<file path="src/hw/actrim_pkg.sv">
package actrim_pkg;

  // Printed offsets are register indices; byte address is index times four
  localparam logic [9:0] IDX_CORE3_INPUT_C_OFFSET_TRIM = 10'h338;
  localparam logic [9:0] IDX_CORE3_INPUT_D_OFFSET_TRIM = 10'h33a;
  localparam logic [9:0] IDX_CORE4_OFFSET_TRIM = 10'h33c;
  localparam logic [9:0] IDX_CORE5_OFFSET_TRIM = 10'h33e;
  localparam logic [9:0] IDX_CORE0_FINE_GAIN_TRIM = 10'h360;
  localparam logic [9:0] IDX_CORE1_FINE_GAIN_TRIM = 10'h361;
  localparam logic [9:0] IDX_CORE2_INPUT_A_FINE_GAIN_TRIM = 10'h362;
  localparam logic [9:0] IDX_CORE2_INPUT_B_FINE_GAIN_TRIM = 10'h363;
  localparam logic [9:0] IDX_CORE3_INPUT_C_FINE_GAIN_TRIM = 10'h364;

  localparam int NUM_OFS = 4;
  localparam int NUM_GAIN = 5;
  localparam int ADDR_W = 12;

  // Field layout
  localparam int OFS_FIELD_MSB = 11;
  localparam int GAIN_FIELD_MSB = 4;

  localparam logic [15:0] OFS_RESET = 16'h0000;
  localparam logic [7:0] GAIN_RESET = 8'h00;

  // Slot numbering inside the bank
  localparam logic [3:0] SLOT_NONE = 4'hf;
  localparam logic [3:0] SLOT_FIRST_GAIN = 4'h4;

  localparam logic [1:0] RESP_OKAY = 2'h0;
  localparam logic [1:0] RESP_SLVERR = 2'h2;

  typedef enum logic [1:0] {
    ACTRIM_LOAD = 2'h1,
    ACTRIM_RUN = 2'h2
  } actrim_phase_e;

  typedef struct packed {
    logic awvalid;
    logic [ADDR_W-1:0] awaddr;
    logic wvalid;
    logic [31:0] wdata;
    logic [3:0] wstrb;
    logic bready;
    logic arvalid;
    logic [ADDR_W-1:0] araddr;
    logic rready;
  } actrim_axi_req_s;

  typedef struct packed {
    logic awready;
    logic wready;
    logic bvalid;
    logic [1:0] bresp;
    logic arready;
    logic rvalid;
    logic [31:0] rdata;
    logic [1:0] rresp;
  } actrim_axi_rsp_s;

  // Fuse image: offsets in slot order 0..3, gains in slot order 4..8 as entries 0..4
  typedef struct packed {
    logic [NUM_OFS-1:0][15:0] ofs;
    logic [NUM_GAIN-1:0][7:0] gain;
  } actrim_fuse_s;

  typedef struct packed {
    logic [11:0] core3Offset;
    logic [11:0] core4Offset;
    logic [11:0] core5Offset;
    logic [4:0] core0Gain;
    logic [4:0] core1Gain;
    logic [4:0] core2Gain;
    logic [4:0] core3Gain;
    logic core3GainValid;
  } actrim_trim_s;

endpackage
</file>
<file path="src/hw/actrim_bank.sv">
`timescale 1ns/1ps
`default_nettype none

module actrim_bank (
  input wire logic clk,
  input wire logic rstn,
  input wire actrim_pkg::actrim_axi_req_s axiReq,
  output var actrim_pkg::actrim_axi_rsp_s axiRsp,
  input wire actrim_pkg::actrim_fuse_s fuseImage,
  input wire logic core2SelSecondPair,
  input wire logic core3SelFourthPair,
  output var actrim_pkg::actrim_trim_s trimOut
);

  typedef struct packed {
    actrim_pkg::actrim_phase_e phase;
    logic [actrim_pkg::NUM_OFS-1:0][15:0] ofs;
    logic [actrim_pkg::NUM_GAIN-1:0][7:0] gain;
    logic awHave;
    logic [actrim_pkg::ADDR_W-1:0] awAddr;
    logic wHave;
    logic [31:0] wData;
    logic [3:0] wStrb;
    actrim_pkg::actrim_axi_rsp_s rsp;
    actrim_pkg::actrim_trim_s trim;
  } actrim_state_s;

  actrim_state_s state_r;
  actrim_state_s state_nxt;

  // Byte address to bank slot; misaligned or unmapped gives SLOT_NONE
  function automatic logic [3:0] slotOf(
    input logic [actrim_pkg::ADDR_W-1:0] addr
  );
    logic [3:0] s;
    s = actrim_pkg::SLOT_NONE;
    if (addr[1:0] == 2'h0) begin
      unique case (addr[actrim_pkg::ADDR_W-1:2])
        actrim_pkg::IDX_CORE3_INPUT_C_OFFSET_TRIM: s = 4'h0;
        actrim_pkg::IDX_CORE3_INPUT_D_OFFSET_TRIM: s = 4'h1;
        actrim_pkg::IDX_CORE4_OFFSET_TRIM: s = 4'h2;
        actrim_pkg::IDX_CORE5_OFFSET_TRIM: s = 4'h3;
        actrim_pkg::IDX_CORE0_FINE_GAIN_TRIM: s = 4'h4;
        actrim_pkg::IDX_CORE1_FINE_GAIN_TRIM: s = 4'h5;
        actrim_pkg::IDX_CORE2_INPUT_A_FINE_GAIN_TRIM: s = 4'h6;
        actrim_pkg::IDX_CORE2_INPUT_B_FINE_GAIN_TRIM: s = 4'h7;
        actrim_pkg::IDX_CORE3_INPUT_C_FINE_GAIN_TRIM: s = 4'h8;
        default: s = actrim_pkg::SLOT_NONE;
      endcase
    end
    return s;
  endfunction

  always_comb begin
    logic [3:0] wSlot;
    logic [3:0] rSlot;
    logic [3:0] gIdx;
    logic running;
    state_nxt = state_r;
    wSlot = actrim_pkg::SLOT_NONE;
    rSlot = actrim_pkg::SLOT_NONE;
    gIdx = 4'h0;
    running = 1'b0;

    unique case (state_r.phase)
      actrim_pkg::ACTRIM_LOAD: begin
        // Fuse image replaces the nominal zero reset value
        state_nxt.ofs = fuseImage.ofs;
        state_nxt.gain = fuseImage.gain;
        state_nxt.phase = actrim_pkg::ACTRIM_RUN;
      end
      actrim_pkg::ACTRIM_RUN: begin
        running = 1'b1;
      end
      default: begin
        state_nxt.phase = actrim_pkg::ACTRIM_LOAD;
      end
    endcase

    // Write address and data are taken independently, in either order
    if (state_r.rsp.awready && axiReq.awvalid) begin
      state_nxt.awHave = 1'b1;
      state_nxt.awAddr = axiReq.awaddr;
    end
    if (state_r.rsp.wready && axiReq.wvalid) begin
      state_nxt.wHave = 1'b1;
      state_nxt.wData = axiReq.wdata;
      state_nxt.wStrb = axiReq.wstrb;
    end
    if (state_r.rsp.bvalid && axiReq.bready) begin
      state_nxt.rsp.bvalid = 1'b0;
    end

    if (state_nxt.awHave && state_nxt.wHave && !state_nxt.rsp.bvalid) begin
      wSlot = slotOf(state_nxt.awAddr);
      // Reserved upper bits are stored as written
      if (wSlot < actrim_pkg::SLOT_FIRST_GAIN) begin
        if (state_nxt.wStrb[0]) begin
          state_nxt.ofs[wSlot[1:0]][7:0] = state_nxt.wData[7:0];
        end
        if (state_nxt.wStrb[1]) begin
          state_nxt.ofs[wSlot[1:0]][15:8] = state_nxt.wData[15:8];
        end
      end else if (wSlot != actrim_pkg::SLOT_NONE) begin
        gIdx = wSlot - actrim_pkg::SLOT_FIRST_GAIN;
        if (state_nxt.wStrb[0]) begin
          state_nxt.gain[gIdx[2:0]] = state_nxt.wData[7:0];
        end
      end
      state_nxt.rsp.bresp = (wSlot == actrim_pkg::SLOT_NONE) ?
        actrim_pkg::RESP_SLVERR : actrim_pkg::RESP_OKAY;
      state_nxt.rsp.bvalid = 1'b1;
      state_nxt.awHave = 1'b0;
      state_nxt.wHave = 1'b0;
    end

    if (state_r.rsp.rvalid && axiReq.rready) begin
      state_nxt.rsp.rvalid = 1'b0;
    end
    // Read only samples storage; the correction outputs never see it
    if (state_r.rsp.arready && axiReq.arvalid) begin
      rSlot = slotOf(axiReq.araddr);
      state_nxt.rsp.rdata = 32'h0000_0000;
      state_nxt.rsp.rresp = actrim_pkg::RESP_OKAY;
      if (rSlot < actrim_pkg::SLOT_FIRST_GAIN) begin
        state_nxt.rsp.rdata[15:0] = state_r.ofs[rSlot[1:0]];
      end else if (rSlot != actrim_pkg::SLOT_NONE) begin
        gIdx = rSlot - actrim_pkg::SLOT_FIRST_GAIN;
        state_nxt.rsp.rdata[7:0] = state_r.gain[gIdx[2:0]];
      end else begin
        state_nxt.rsp.rresp = actrim_pkg::RESP_SLVERR;
      end
      state_nxt.rsp.rvalid = 1'b1;
    end

    // One write and one read in flight; no acceptance while loading fuses
    state_nxt.rsp.awready = running && !state_nxt.awHave &&
      !state_nxt.rsp.bvalid;
    state_nxt.rsp.wready = running && !state_nxt.wHave &&
      !state_nxt.rsp.bvalid;
    state_nxt.rsp.arready = running && !state_nxt.rsp.rvalid;

    // Offsets leave as plain 12-bit unsigned codes, reserved bits dropped
    state_nxt.trim.core3Offset = core3SelFourthPair ?
      state_nxt.ofs[1][actrim_pkg::OFS_FIELD_MSB:0] :
      state_nxt.ofs[0][actrim_pkg::OFS_FIELD_MSB:0];
    state_nxt.trim.core4Offset =
      state_nxt.ofs[2][actrim_pkg::OFS_FIELD_MSB:0];
    state_nxt.trim.core5Offset =
      state_nxt.ofs[3][actrim_pkg::OFS_FIELD_MSB:0];
    state_nxt.trim.core0Gain =
      state_nxt.gain[0][actrim_pkg::GAIN_FIELD_MSB:0];
    state_nxt.trim.core1Gain =
      state_nxt.gain[1][actrim_pkg::GAIN_FIELD_MSB:0];
    state_nxt.trim.core2Gain = core2SelSecondPair ?
      state_nxt.gain[3][actrim_pkg::GAIN_FIELD_MSB:0] :
      state_nxt.gain[2][actrim_pkg::GAIN_FIELD_MSB:0];
    // Fourth-pair gain of core 3 lives outside this bank
    state_nxt.trim.core3Gain =
      state_nxt.gain[4][actrim_pkg::GAIN_FIELD_MSB:0];
    state_nxt.trim.core3GainValid = !core3SelFourthPair;
  end

  always_ff @(posedge clk or negedge rstn) begin
    if (!rstn) begin
      state_r <= '0;
      state_r.phase <= actrim_pkg::ACTRIM_LOAD;
      state_r.ofs <= {actrim_pkg::NUM_OFS{actrim_pkg::OFS_RESET}};
      state_r.gain <= {actrim_pkg::NUM_GAIN{actrim_pkg::GAIN_RESET}};
    end else begin
      state_r <= state_nxt;
    end
  end

  assign axiRsp = state_r.rsp;
  assign trimOut = state_r.trim;

endmodule // actrim_bank

`default_nettype wire

</file>
<file path="config.mk">
export PLATFORM = sky130hd
export DESIGN_NAME = actrim_bank
export DESIGN_NICKNAME = d
export VERILOG_FILES = /design/src/hw/actrim_pkg.sv /design/src/hw/actrim_bank.sv
export SDC_FILE = /design/constraint.sdc
export NUM_CORES = 1
export LEC_CHECK = 0
export BUFFER_PORTS_ARGS = -buffer_cell sky130_fd_sc_hd__buf_2
export CAP_MARGIN = 20
export CORE_AREA = 5 5 142 144
export DETAILED_ROUTE_END_ITERATION = 6
export DIE_AREA = 0 0 147 149
export PLACE_DENSITY = 0.79
export SYNTH_ARGS = -nofsm -noshare
export SYNTH_HDL_FRONTEND = slang
export SYNTH_SLANG_ARGS = --single-unit
export TNS_END_PERCENT = 50
</file>
<file path="constraint.sdc">
create_clock -name clk -period 3.6 [get_ports clk]
set_clock_uncertainty 0.15 [all_clocks]
set_input_delay 0.72 -clock clk [delete_from_list [all_inputs] [get_ports clk]]
set_output_delay 0.72 -clock clk [all_outputs]
set_load 0.02 [all_outputs]
</file>
# After elaboration in Yosys (flattened, before gate mapping)
# Index checks and enable logic that the tools add are counted.
[op_classes]
n_reduce_logical = 22
eq_ne = 23
mux = 46
addsub = 2
n_lt_le_gt_ge = 8
[op_table]
columns = ["cell", "count"]
rows = [
  ["$mux 64", 5],
  ["$eq 10x10->1 const B", 18],
  ["$bwmux 64", 2],
  ["$mux 40", 3],
  ["$mux 105", 1],
  ["$mux 104", 1],
  ["$pmux 4 s9", 2],
  ["$demux 16 s2", 2],
  ["$mux 8", 6],
  ["$bwmux 40", 1],
  ["$mux 37", 1],
  ["$mux 35", 1],
  ["$bmux 16 s2", 1],
  ["$mux 16", 2],
  ["$bmux 8 s3", 1],
  ["$demux 8 s3", 1],
  ["$mux 4", 4],
  ["$logic_and 1x1->1", 14],
  ["$mux 13", 1],
  ["$mux 12", 1],
  ["$lt 3x4->1 const B", 2],
  ["$lt 4x3->1 const B", 2],
  ["$ne 4x4->1 const B", 2],
  ["$logic_not 1->1", 6],
  ["13 further kinds", 21],
]
[totals]
in_bits = 173
register_bits = 238
output_inout_bits = 98
elab_cells = 134

# Logic depth before layout (Yosys ltp)
[depth]
word_depth = 21
depth_mapped = 8
ltp_nobuf = 7

# Worst setup path after synthesis
# OpenSTA, ideal clock, no wires.
[synth_path]
path_type = "input to register"
from = "in axiReq[9] (netlist bit)"
to = "reg state_r, in the netlist axiRsp[8]"
setup_time_ns = 0.131
setup_slack_ns = 0.600
cell_stages = 8
t_arrival_ns = 2.719
path_buffers = 2
path_cell_list = "and4bb_2 a2bb2oi_1 a211o_1 clkbuf_1 clkbuf_1 mux2i_1 a211oi_1 or3_1"
[synth_between]
elab_chain_len = 9
[synth_lines]
columns = ["item", "line_no", "rtl"]
rows = [
  ["start, declared", "actrim_bank.sv:7", "input wire actrim_pkg::actrim_axi_req_s axiReq,"],
  ["$eq 10x10->1", "actrim_bank.sv:38", "unique case (addr[actrim_pkg::ADDR_W-1:2])"],
  ["$pmux 4 s9 (*)", "actrim_bank.sv:38", ""],
  ["$mux 4 (*)", "actrim_bank.sv:37", "if (addr[1:0] == 2'h0) begin"],
  ["$mux 4 (*)", "actrim_bank.sv:121", "if (state_r.rsp.arready && axiReq.arvalid) begin"],
  ["$sub 3x3->3", "actrim_bank.sv:128", "gIdx = rSlot - actrim_pkg::SLOT_FIRST_GAIN;"],
  ["$bmux 8 s3", "actrim_bank.sv:129", "state_nxt.rsp.rdata[7:0] = state_r.gain[gIdx[2:0]];"],
  ["$mux 8 (not written as such)", "actrim_bank.sv:129", ""],
  ["$mux 8", "actrim_bank.sv:127", "end else if (rSlot != actrim_pkg::SLOT_NONE) begin"],
  ["$mux 8 (*)", "actrim_bank.sv:125", "if (rSlot < actrim_pkg::SLOT_FIRST_GAIN) begin"],
  ["end signal, assigned", "actrim_bank.sv:171", "state_r <= state_nxt;"],
  ["end, declared", "actrim_bank.sv:28", "actrim_state_s state_r;"],
]
# Mark *: on every way between the ends. The rest lies on a longest branch, timed or not. The select of a mux whose other input is x is not followed.
# A chain may end at the register's enable or synchronous reset.

==> results.cfg <==
[run_status]
status = complete, no violations

[floorplanning]
core_area_um2 = 18600
num_rows = 50
ios = 271
initial_core_util_pct = 52.4
die_x_um = 147
die_h_um = 149
design.die.area_um2 = 21900

[logic_synthesis]
synth_seq_cells = 179
synth_edf_count = 0
ys.flop_type = dfrtp_1
yosysWarnings = 0
synthesis.area_um2 = 9740
postSynthAreaPerCell_um2 = 10.8
synthCells = 903
ys_seq_area_share_pct = 46.0
synth_cell_type_count = 59
synthArstFlopShare_pct = 100

[timing]
finalSetupViolCount = 0
finalMaxSlewViolations = 0
fin_crit_sh_pct = 85.2
max-slew-margin-rel_pct = 44.1
fmax_ghz = 0.326
rsz0062_at_grt = false
min_period_ns = 3.07
tightestPinTransition_ns = 0.835
tns_ns = 0
finalHoldViolCount = 0

[pwr]
leakagePower_nw = 5.38
vdd_drop_max_uv = 322
p_per_area_nw_per_um2 = 501

[clocking]
cts_setup_buffers = 0
cts_tree = yes
clk_pin_slew_ns = 0.07
clkSinkCount = 179
h-tree-depth = 4
cts_root_buf = clkbuf_16
clk_latency_ns = 0.43
cts-resized-gates = 0
clk_path_buf_depth = 2
hold_buffers = 0
numCtsBuffers = 17

[global_route]
grt_pass1_vias = 7736
antenna_found_initial = 5
grt_max_degree = 85
track_usage_pct = 24.7
overflow = 0
grt_pass1_wl_um = 42400

[finish]
drive_above_1_share_pct = 31.7
fillers = 1549
area_growth_syn_to_layout_pct = 16.3
finalNetCount = 1242
multi_input_comb_area_um2 = 4290
finalInstanceArea_um2 = 11300
regArea_um2 = 4480

[route]
ant_nets = 0
via_per_inst = 5.65
wirelength_um = 27300
first_pass_iters = 6
vias = 7447
drc_errors = 0
wire_per_inst_um = 20.7
drt_iter0_drc = 441

[run]
drv_cap = 0

[place]
dp_hpwl_um = 19800
routabilityCongestion = 0.864
placed_cell_area_um2 = 10700
portBuffers = 234

[worst_setup_path]
arrival_ns = 3.26
worstSetupPathType = reg2reg
critPathLaunchType = flop
crit_required_ns = 3.79
endpoint_kind = flop
crit_fanout = 9

[min_path]
hold_path_class = in2async
[sequential cells by signal (all words and copies together) (netlist names)]
| name | flops |
|---|---|
| axiRsp | 23 |
| state_r | 104 |
| trimOut | 52 |
[critical path, cell delays in order (launching register included)]
cell and delay (ns):
dfrtp_1 0.47, a21oi_1 0.17, or3_1 0.53, or3_4 0.45, or4_4 0.57, a21oi_4 0.38
mux2i_1 0.26
[final timing paths]
check	startpoint	end	slack (ns)	cells past startpoint
worst max-delay path	axiRsp[40]	state_r[162]	0.53	6
worst min-delay path	rstn	trimOut[0]	0.12	1
worst max register to register	axiRsp[40]	state_r[162]	0.53	6
worst min register to register	state_r[142]	state_r[142]	0.33	2
max in group asynchronous	rstn	axiRsp[13]	2.36	2
min in group clk	state_r[142]	state_r[142]	0.33	2
[cell families after synthesis]
| logic type | Yosys count | synth area share [%] |
|---|---|---|
| mux | 212 | 22.0 |
| buf+inv | 187 | 11.1 |
| flops | 179 | 46.0 |
| simple gates | 165 | 9.37 |
| compound gates | 159 | 11.4 |
| other cells | 1 | 0.0385 |
[report_power, final]
group          switching (mW)  internal, mW
logic                   0.888         0.482
registers               0.149          2.29
clock network           0.800          1.07
[cells in the mapped netlist (2+ instances only)]
cell,number,area share (%)
a2111oi_0,8,0.72
a2111oi_2,3,0.46
a211o_1,2,0.18
a211oi_1,48,3.7
a21o_1,3,0.23
a21oi_1,39,2.0
a22oi_1,8,0.62
and2_1,5,0.32
and3_1,3,0.19
and4b_1,3,0.31
buf_1,7,0.27
buf_2,9,0.46
buf_4,99,7.6
clkbuf_1,28,1.1
dfrtp_1,178,46
inv_1,44,1.7
mux2_2,20,2.3
mux2i_1,192,20
nand2_1,52,2.0
nand2b_1,3,0.19
nand3_1,8,0.41
nand4_1,3,0.19
nand4b_1,2,0.18
nor2_1,18,0.69
nor2b_1,31,2.0
nor3_1,8,0.41
nor4_1,2,0.13
nor4b_1,3,0.27
nor4bb_1,2,0.21
o2111ai_1,2,0.18
o211ai_1,2,0.15
o21a_1,2,0.15
o21ai_0,19,0.98
o21ai_1,3,0.15
o221ai_1,8,0.72
or3_1,13,0.83
[area by class of cell]
cell class                      instances  share of cell area (%)
Timing Repair Buffer                  273                    13.3
Clock buffer                           21                    4.06
Sequential cell                       179                    39.5
Inverter                               44                    1.46
Antenna cell                            2                  0.0442
Multi-Input combinational cell        554                    37.9
Tap cell                              234                    2.58
Clock inverter                         11                    1.12
[layout by cell type, fill, tap and decap left out, drive strengths merged, types with 5 or more instances in the layout]
master and n:
nor2 19, a211oi 48, inv 47, clkbuf 21
nand3 8, or3 14, a22oi 8, nor3 8
clkinv 5, dfrtp 178, o21ai 22, a2111oi 11
mux2 20, buf 273, a21oi 40, and2 5
nor2b 31, mux2i 192, o221ai 8, conb 18
nand2 52
[stage by stage]
stage               hold slack [ns]  setup slack [ns]  std cells  power (mW)  utilization (%)
floorplan                     0.274             0.600        920        3.32                -
global placement              0.301             0.261       1284        3.78             57.8
detailed placement            0.311             0.176       1284        3.83             57.8
CTS                           0.132             0.524       1316        5.70             60.9
global route                  0.164             0.378       1317        5.93             61.0
finish                        0.119             0.532       1318        5.67             61.0
[per-layer routing]
metal	routed length (um)	part of all wire (%)	GRT usage, %	up-vias
met4	460	1.7	6.52	8
met5	38	0.14	0	-
li1	-	-	-	3448
met3	1670	6.1	5.41	41
met1	11300	41	31.3	3676
met2	13800	51	43.2	274
Power figures use the tool's default switching activity.
